$ cat src/inc/reference_ladder_regs.vh
`ifndef REFERENCE_LADDER_REGS_VH
`define REFERENCE_LADDER_REGS_VH
// register byte offsets
`define REG_LEVEL_CONTROL       16'h9600
`define REG_LEVEL_CONTROL_CLR   16'h9604
`define REG_LEVEL_CONTROL_SET   16'h9608
`define REG_LEVEL_CONTROL_INV   16'h960C
// field positions
`define BIT_ENABLE      15
`define BIT_PIN_OE      6
`define BIT_RANGE       5
`define BIT_SOURCE      4
`define CODE_MSB        3
`define CODE_LSB        0
// implemented bits and reset value
`define CTRL_MASK       32'h0000_807F
`define CTRL_RESET      32'h0000_0000
`define READ_ZERO       32'h0000_0000
// ladder tap decode
`define TAP_LOW_BASE    6'h08
`define TAPS_WIDTH      6
// per-field reset values
`define ENABLE_RESET     1'h0
`define PIN_OE_RESET     1'h0
`define RANGE_RESET      1'h0
`define SOURCE_RESET     1'h0
`define CODE_RESET       4'h0
`define POWER_DOWN_RESET 1'h1
`define PIN_DRIVE_RESET  1'h0
`define TAP_RESET        40'h00_0000_0000
`endif

$ cat src/ladder_tap_decode.v
`include "reference_ladder_regs.vh"
`default_nettype none
// one-hot tap select for the resistor ladder
module ladder_tap_decode (
   input  wire        enable,     // module on
   input  wire        range_sel,  // high range when 1
   input  wire [3:0]  code,       // level code
   output reg  [39:0] tap_onehot  // selected tap, 0 when off
);
   reg [5:0] tap_index;
   // high range: code/24 of span; low range: 8/32 + code/32
   always @* begin
      tap_index = 6'h00;
      tap_onehot = `TAP_RESET;
      if (range_sel) begin
         tap_index = {2'h0, code};
      end else begin
         tap_index = `TAP_LOW_BASE + {2'h0, code};
      end
      if (enable) begin
         tap_onehot[tap_index] = 1'h1;
      end
   end
endmodule
`default_nettype wire

$ cat src/reference_ladder_control.v
// Decided for this implementation: strobed register access.
`include "reference_ladder_regs.vh"
`default_nettype none
module reference_ladder_control (
   input  wire        clk_sys,          // system clock
   input  wire        rst,              // async reset, active high
   input  wire [15:0] addr,             // byte address
   input  wire [31:0] wdata,            // write data
   input  wire        wr,               // write strobe
   input  wire        rd,               // read strobe
   output reg  [31:0] rdata,            // read data, cycle after rd
   output wire        ladder_enable,    // ladder powered
   output wire        level_pin_output_enable, // level to pin
   output wire        range_select,     // 1 = high 0..2/3 range
   output wire        ladder_source_select, // 1 = external refs
   output wire [3:0]  level_code,       // ladder code
   output wire        ladder_power_down, // ladder draws no current
   output wire [39:0] tap_select        // one-hot ladder tap
);

   // stored fields of the control register
   reg         enable;            // module on
   reg         pin_request;       // pin enable as written
   reg         range;             // range select
   reg         source;            // source select
   reg  [3:0]  code;              // level code
   // derived ladder drives, flopped beside the fields
   reg         power_down;        // ladder current off
   reg         pin_drive;         // level routed to pin
   reg  [39:0] tap;               // one-hot ladder tap
   // next values
   reg         next_enable;
   reg         next_pin_request;
   reg         next_range;
   reg         next_source;
   reg  [3:0]  next_code;
   reg         next_power_down;
   reg         next_pin_drive;
   wire [39:0] next_tap;
   reg  [31:0] next_rdata;
   // register word views
   reg  [31:0] ctrl;              // current word, unused bits zero
   reg  [31:0] next_ctrl;         // word after this edge
   wire [31:0] wmask;             // write data, implemented bits only
   // address decode
   wire        hit_base;
   wire        hit_clr;
   wire        hit_set;
   wire        hit_inv;
   wire        hit_any;
   wire        write_hit;
   wire        read_hit;

   // address decode for the base word and its aliases
   assign hit_base  = (addr == `REG_LEVEL_CONTROL);
   assign hit_clr   = (addr == `REG_LEVEL_CONTROL_CLR);
   assign hit_set   = (addr == `REG_LEVEL_CONTROL_SET);
   assign hit_inv   = (addr == `REG_LEVEL_CONTROL_INV);
   assign hit_any   = hit_base | hit_clr | hit_set | hit_inv;
   assign write_hit = wr & hit_any;
   assign read_hit  = rd & hit_any;

   // unimplemented bits never reach the register
   assign wmask = wdata & `CTRL_MASK;

   // current word rebuilt from the stored fields
   always @* begin
      ctrl = `READ_ZERO;
      ctrl[`BIT_ENABLE] = enable;
      ctrl[`BIT_PIN_OE] = pin_request;
      ctrl[`BIT_RANGE] = range;
      ctrl[`BIT_SOURCE] = source;
      ctrl[`CODE_MSB:`CODE_LSB] = code;
   end

   // register update including alias addresses
   always @* begin
      next_ctrl = ctrl;
      if (write_hit) begin
         if (hit_base) begin
            next_ctrl = wmask;
         end else if (hit_clr) begin
            next_ctrl = ctrl & ~wmask;
         end else if (hit_set) begin
            next_ctrl = ctrl | wmask;
         end else if (hit_inv) begin
            next_ctrl = ctrl ^ wmask;
         end else begin
            next_ctrl = ctrl;
         end
      end
   end

   // field next values; alias writes touch only the bits
   // written as one, so the other fields hold
   always @* begin
      next_enable      = next_ctrl[`BIT_ENABLE];
      next_pin_request = next_ctrl[`BIT_PIN_OE];
      next_range       = next_ctrl[`BIT_RANGE];
      next_source      = next_ctrl[`BIT_SOURCE];
      next_code        = next_ctrl[`CODE_MSB:`CODE_LSB];
   end

   // drives from the next fields, so they move in step
   always @* begin
      next_power_down = ~next_enable;
      next_pin_drive  = next_pin_request & next_enable;
   end

   // tap decode on the next fields, flopped below
   ladder_tap_decode u_tap (
      .enable     (next_enable),
      .range_sel  (next_range),
      .code       (next_code),
      .tap_onehot (next_tap)
   );

   // read data: base and aliases return the word, others zero
   always @* begin
      next_rdata = `READ_ZERO;
      if (read_hit) begin
         next_rdata = ctrl & `CTRL_MASK;
      end
   end

   // module enable, changes only on a bus write
   always @(posedge clk_sys or posedge rst) begin
      if (rst) begin
         enable <= `ENABLE_RESET;
      end else begin
         enable <= next_enable;
      end
   end

   // pin enable as software wrote it
   always @(posedge clk_sys or posedge rst) begin
      if (rst) begin
         pin_request <= `PIN_OE_RESET;
      end else begin
         pin_request <= next_pin_request;
      end
   end

   // range select
   always @(posedge clk_sys or posedge rst) begin
      if (rst) begin
         range <= `RANGE_RESET;
      end else begin
         range <= next_range;
      end
   end

   // source select
   always @(posedge clk_sys or posedge rst) begin
      if (rst) begin
         source <= `SOURCE_RESET;
      end else begin
         source <= next_source;
      end
   end

   // level code
   always @(posedge clk_sys or posedge rst) begin
      if (rst) begin
         code <= `CODE_RESET;
      end else begin
         code <= next_code;
      end
   end

   // ladder power down, high while the module is off
   always @(posedge clk_sys or posedge rst) begin
      if (rst) begin
         power_down <= `POWER_DOWN_RESET;
      end else begin
         power_down <= next_power_down;
      end
   end

   // pin connection, only while the ladder runs
   always @(posedge clk_sys or posedge rst) begin
      if (rst) begin
         pin_drive <= `PIN_DRIVE_RESET;
      end else begin
         pin_drive <= next_pin_drive;
      end
   end

   // ladder tap, all zero while off
   always @(posedge clk_sys or posedge rst) begin
      if (rst) begin
         tap <= `TAP_RESET;
      end else begin
         tap <= next_tap;
      end
   end

   // read data stands for one cycle only
   always @(posedge clk_sys or posedge rst) begin
      if (rst) begin
         rdata <= `READ_ZERO;
      end else begin
         rdata <= next_rdata;
      end
   end

   // ladder drives come straight from flops
   assign ladder_enable           = enable;
   assign ladder_power_down       = power_down;
   assign level_pin_output_enable = pin_drive;
   assign range_select            = range;
   assign ladder_source_select    = source;
   assign level_code              = code;
   assign tap_select              = tap;
endmodule
`default_nettype wire

$ cat config.mk
export PLATFORM = sky130hd
export DESIGN_NAME = reference_ladder_control
export DESIGN_NICKNAME = d
export VERILOG_FILES = /design/src/ladder_tap_decode.v /design/src/reference_ladder_control.v
export VERILOG_INCLUDE_DIRS = /design/src /design/src/inc
export SDC_FILE = /design/constraint.sdc
export NUM_CORES = 1
export LEC_CHECK = 0
export BUFFER_PORTS_ARGS = -buffer_cell sky130_fd_sc_hd__buf_2
export CORE_ASPECT_RATIO = 1.4
export CORE_MARGIN = 3
export CORE_UTILIZATION = 41
export CTS_CLUSTER_DIAMETER = 100
export CTS_CLUSTER_SIZE = 14
export DETAILED_ROUTE_END_ITERATION = 16
export GPL_TIMING_DRIVEN = 0
export HOLD_SLACK_MARGIN = 0.06
export PLACE_DENSITY = 0.87
export SYNTH_ARGS = -nofsm -noshare
export SYNTH_HDL_FRONTEND = slang
export SYNTH_SLANG_ARGS = --single-unit
$ cat constraint.sdc
create_clock -name clk_sys -period 1.9 [get_ports clk_sys]
set_input_delay 0.285 -clock clk_sys [delete_from_list [all_inputs] [get_ports clk_sys]]
set_output_delay 0.285 -clock clk_sys [all_outputs]
set_load 0.01 [all_outputs]
==> impl_metrics.tcl, run 1 <==
set metrics [dict create \
    grt_pass1_vias 2255 \
    drt_wl_total_um 6610 \
    vias 2165 \
    drc 0 \
    syn_area_per_cell_um2 10.7 \
    worstMarginPinSlew_ns 0.531 \
    dp.cells 418 \
    period_share 1.29 \
    yosysSeqAreaShare 0.485 \
    grt_max_degree 43 \
    power.leakage_nw 2.07 \
    cpMaxStageDelayCell "or4b_4" \
    grt_pass1_wl_um 10400 \
    core_area_um2 5990 \
    ys_types 40 \
    finClkSkew_ns 0.00839 \
    die-area_um2 7300 \
    async_flop_share 1.00 \
    slew_viol_final 0 \
    synth_cells 241 \
    crit_path_cell_trace "buf_6, or4b_4, nor4_4, clkbuf_8, nand2_8, buf_6, o21ai_4, ha_4, inv_2, a41oi_4, buf_4, buf_4, nand2_4, nor2_1" \
    start_kind "input pin" \
    period_minus_slack_ns 2.45 \
    syn_area_um2 2580 \
    ant_nets 0 \
    setup_viol 35 \
    critPathMaxStageDelay_ns 0.54 \
    layout_setup_ws_ns -0.553 \
    vias_per_cell 4.83 \
    r2r_slack_ns -0.48 \
    worstSetupEndpointType "register" \
    crit_arrival_ns 2.65 \
    finalSetupTns_ns -14.62 \
    failed_checks "setup timing" \
    synth_edf_count 0 \
    ys_ff_latch 50 \
    ys_warn_count 0 \
    h-tree-depth 2 \
    stdcell_count 448 \
    rsz0062_at_grt "true" \
    cpLargestDelayFamily "simple AND/OR/NAND/NOR gates" \
    fin_area_um2 3730 \
    fin_nets 447 \
    io_pins 133 \
    insertion_delay_ns 0.31 \
    crit_buf_inv 6 \
    num_rows 33 \
    cts_buffers 5 \
    syn2layout_area_growth_pct 44.6 \
    final_layout_size_suffix_gt1_frac 0.524 \
    ir_worst_vdd_v 0.000328 \
    power.density_nw_per_um2 525 \
    drtIter0Drc 145 \
    routabilityCongestion 0.857 \
    cts_buffer_depth 2 \
    floorplan.initialDensity 0.431 \
    clock.fmax_ghz 0.408 \
    crit_type "input pin to register" \
    dpl_cell_area_um2 3220 \
    cts_tree "done" \
    antenna_found_initial 0 \
    finalHoldViolations 0 \
    cts_sinks 50 \
    whs_ns 0.333 \
    wl_per_cell_um 14.8 \
    dpl.hpwl_um 4480 \
    root_buffer "clkbuf_8" \
    n_antenna_cell 0 \
    die_h_um 99.9 \
    cap_violations 0 \
    drt-pass1-iter-count 4 \
    grt_usage 0.180 \
    clk_pin_slew_ns 0.10 \
    status "finished, violations left" \
    grt_overflow 0 \
    io_buffer_count 75 \
    die_w_um 73.1 \
    maxSlewHeadroom 0.646 \
    synth_ff_type "dfrtp_1" \
    final_core_util 0.624 \
    hold_class "input pin to register" \
    critPathRequiredTime_ns 2.10 \
    crit_fanout 5 \
]
[metal layers]
| metal | routed length [µm] | GRT usage | vias up |
|---|---|---|---|
| met4 | 266 | 0.102 | 0 |
| met2 | 3570 | 0.321 | 110 |
| met1 | 2360 | 0.190 | 1027 |
| met3 | 412 | 0.0401 | 25 |
| li1 | - | - | 1003 |
| met5 | 0 | 0 | - |
[registers in the layout, indices dropped and copies added, names as in the netlist]
name and count:
ladder_enable 1, ladder_power_down 1, ladder_source_select 1, level_code 4, level_pin_output_enable 1, pin_request 1, range_select 1, rdata 8
tap_select 32
[stage by stage]
| step | setup slack [ns] | total power, W |
|---|---|---|
| final | -0.553 | 0.00196 |
| after detailed placement | -1.08 | 0.00130 |
| after global routing | -0.604 | 0.00203 |
| after global placement | -1.03 | 0.00129 |
| after CTS | -0.564 | 0.00194 |
| after floorplan | -0.617 | 0.00124 |
[kinds of logic after synthesis]
logic type                 count (synthesis)  synth area share
muxes                                     11            0.0703
AOI/OAI and AO/OA                         22            0.0582
adders and majority gates                 18            0.0873
other                                      1           0.00145
and+or+nand+nor                           76             0.157
buffers and inverters                     63             0.141
DFF                                       50             0.485
[where the power goes]
part | leakage (nW) | total (W) | switching [W] | internal (W)
clock | 0.0502 | 0.000659 | 0.000386 | 0.000273
sequential | 0.674 | 0.00106 | 0.000000456 | 0.00106
combinational | 1.35 | 0.000238 | 0.000128 | 0.000110
[cells in the final DEF (no fill, tap or decap), drive strengths merged, types with 2 or more instances in the layout]
cell type and count:
clkbuf 9, a211oi 2, a21oi 6, buf 130, nor4 2, dfrtp 49
a21o 3, o21ai 3, and3 9, ha 18, nor2 30, nand2 15
or4b 2, nand3 5, mux2i 2, mux2 4, clkinv 2, o21a 2
mux4 5, inv 27, a41oi 3, conb 32, nor3 5
[cell usage after synthesis, types with 4 or more instances]
cell type | number | area share
dfrtp_1 | 49 | 0.48
nand3_1 | 5 | 0.0097
buf_4 | 32 | 0.093
nor3_1 | 4 | 0.0078
inv_1 | 26 | 0.038
mux4_2 | 5 | 0.044
a21oi_1 | 6 | 0.012
nor2_1 | 29 | 0.042
and3_1 | 9 | 0.022
nand2_1 | 15 | 0.022
ha_1 | 18 | 0.087
[path summary, 6_finish.rpt]
check                                           from                 to  cells past startpoint
min in group asynchronous                        rst           rdata[1]                      3
worst min-delay path                              rd           rdata[6]                      2
max in group asynchronous                        rst  ladder_power_down                      4
worst max-delay path                         addr[1]     tap_select[12]                     14
worst max register to register          range_select     tap_select[12]                     12
worst min register to register  ladder_source_select           rdata[4]                      1
[cell type report]
class / instances / area, µm²
fillers: 432 / 2250
multi-input cells: 159 / 1320
flip-flops and latches: 50 / 1250
repair buffers: 98 / 601
plain buffers: 37 / 278
inverters: 26 / 97.6
well taps: 70 / 87.6
clock buffers: 5 / 68.8
clock inverters: 3 / 28.8
[repair_timing]
action                     CTS  global route
setup endpoints to repair   36            35
hold buffers                 1             0
buffers inserted            15             8
gates resized for setup     36            20
pin swaps                   10            14
hold endpoints to repair     8             0
(Power assumes the default switching activity.)
==> run 2, diff against run 1 <==
--- a/config.mk
+++ b/config.mk
@@ -15,7 +15,7 @@
 export DETAILED_ROUTE_END_ITERATION = 16
 export GPL_TIMING_DRIVEN = 0
 export HOLD_SLACK_MARGIN = 0.06
-export PLACE_DENSITY = 0.87
+export PLACE_DENSITY = 0.76
 export SYNTH_ARGS = -nofsm -noshare
 export SYNTH_HDL_FRONTEND = slang
 export SYNTH_SLANG_ARGS = --single-unit
==> run 2 against run 1 <==
Net effect: the run still ends with setup timing left; critical path depth down 2; cell count down 0.89%; global-route usage down 1.5 points; clock power down 4.2%; via count down 3.9%; utilization down 1.1 points.
==> impl_metrics.tcl, run 2 (synthesis results as in run 1) <==
set metrics [dict create \
    clock.fmax_ghz 0.417 \
    clk_pin_slew_ns 0.09 \
    floorplan.initialDensity 0.431 \
    cts_sinks 50 \
    stdcell_count 444 \
    syn2layout_area_growth_pct 42.0 \
    ant_nets 0 \
    layout_setup_ws_ns -0.500 \
    insertion_delay_ns 0.30 \
    crit_type "input pin to register" \
    die_h_um 99.9 \
    crit_fanout 6 \
    drt-pass1-iter-count 4 \
    wl_per_cell_um 14.1 \
    power.sequential.fraction 0.550 \
    pwr-share-comb 0.124 \
    largest_reg_flops 32 \
    root_buffer "clkbuf_8" \
    start_kind "input pin" \
    grt_usage 0.166 \
    critPathRequiredTime_ns 2.14 \
    grt_max_degree 38 \
    status "finished, violations left" \
    p_int_w 0.00144 \
    period_minus_slack_ns 2.40 \
    io_buffer_count 75 \
    setup_viol 33 \
    final_layout_size_suffix_gt1_frac 0.513 \
    num_rows 33 \
    dp.cells 418 \
    finClkSkew_ns 0.00451 \
    dpl.hpwl_um 4400 \
    die-area_um2 7300 \
    io_pins 133 \
    slew_viol_final 0 \
    failed_checks "setup timing" \
    hold_class "input pin to register" \
    cts_tree "done" \
    swShare 0.256 \
    clock_power_share 0.326 \
    h-tree-depth 2 \
    layout.cells.most_common "buf_2" \
    rsz0062_at_grt "true" \
    final_cell_mix "73 x buf_2, 48 x dfrtp_1, 47 x buf_4" \
    power.switching_w 0.000495 \
    drc 0 \
    cts_buffer_depth 2 \
    worstMarginPinSlew_ns 0.581 \
    worstSetupEndpointType "register" \
    maxSlewHeadroom 0.612 \
    cap_violations 0 \
    fin_nets 443 \
    drt_wl_total_um 6280 \
    routabilityCongestion 0.742 \
    die_w_um 73.1 \
    period_share 1.26 \
    n_antenna_cell 0 \
    finalSetupTns_ns -11.43 \
    antenna_found_initial 0 \
    grt_overflow 0 \
    cts_buffers 5 \
    power.leakage_nw 2.05 \
    core_area_um2 5990 \
    grt_pass1_vias 2042 \
    vias 2081 \
    ir_worst_vdd_v 0.000325 \
    vias_per_cell 4.69 \
    crit_arrival_ns 2.64 \
    finalHoldViolations 0 \
    drtIter0Drc 74 \
    power.density_nw_per_um2 528 \
    grt_pass1_wl_um 9430 \
]
-- run 2: cell count changes in the layout (fill, tap and decap cells not counted), moves of 2 or more --
cell	previous run	this run
buf_6	9	6
clkinv_4	2	0
clkinvlp_4	0	2
nand2_1	6	8
nand2_2	5	3
nor2_1	22	20
nor2_2	8	10
-- run 2: worst paths after layout --
| path | end | startpoint | slack, ns | cells past startpoint |
|---|---|---|---|---|
| max | tap_select[13] | addr[14] | -0.50 | 12 |
| min | rdata[4] | rd | 0.34 | 2 |
| max reg2reg | tap_select[13] | level_code[3] | -0.39 | 11 |
| min reg2reg | pin_request | pin_request | 0.58 | 2 |
| max in group asynchronous | ladder_power_down | rst | 0.87 | 4 |
| min in group asynchronous | pin_request | rst | 0.48 | 3 |
-- run 2: final cells by class --
| type | instances | area [µm²] |
|---|---|---|
| Sequential cell | 50 | 1250 |
| Clock inverter | 3 | 23.8 |
| Tap cell | 70 | 87.6 |
| Inverter | 26 | 97.6 |
| Multi-Input combinational cell | 159 | 1300 |
| Fill cell | 465 | 2320 |
| Clock buffer | 5 | 68.8 |
| Timing Repair Buffer | 94 | 559 |
| Buffer | 37 | 278 |
-- run 2: metrics by stage --
step	area (µm²)	power [W]	utilization	hold WS, ns	setup WS [ns]
floorplan	2740	0.00124	-	0.445	-0.617
global placement	3200	0.00129	0.535	0.526	-1.04
detailed placement	3220	0.00130	0.538	0.266	-1.05
CTS	3500	0.00193	0.584	0.333	-0.445
global route	3670	0.00201	0.612	0.330	-0.588
finish	3670	0.00194	0.612	0.338	-0.500
-- run 2: repair_timing --
item | in CTS | in global routing
endpoints found under the hold margin | 13 | 0
resized for setup | 13 | 37
hold buffers | 1 | 0
setup endpoints to repair | 35 | 33
buffers inserted | 14 | 3
pin swaps | 11 | 19
-- run 2: worst max-delay path, stage by stage --
cell and delay [ns]:
buf_6 0.09, or4bb_4 0.56, nor4_4 0.31, clkbuf_8 0.20, nand2_8 0.06, o21a_4 0.21
ha_4 0.27, inv_2 0.03, a41oi_2 0.19, buf_4 0.17, nand3_2 0.12, nor2_2 0.14
-- run 2: power by group through the flow --
stage          Clock (W)  Combinational [W]  Sequential, W
2_1_floorplan          0           0.000157        0.00109
3_3_place_gp           0           0.000203        0.00109
3_5_place_dp           0           0.000215        0.00109
4_1_cts         0.000640           0.000225        0.00106
5_1_grt         0.000676           0.000266        0.00106
6_report        0.000631           0.000241        0.00106
-- run 2: per-layer routing --
metal | track usage | vias to the layer above | wire [µm]
met2 | 0.293 | 92 | 3450
li1 | - | 994 | -
met5 | 0 | - | 0
met1 | 0.181 | 976 | 2290
met4 | 0.0909 | 0 | 201
met3 | 0.0331 | 19 | 342
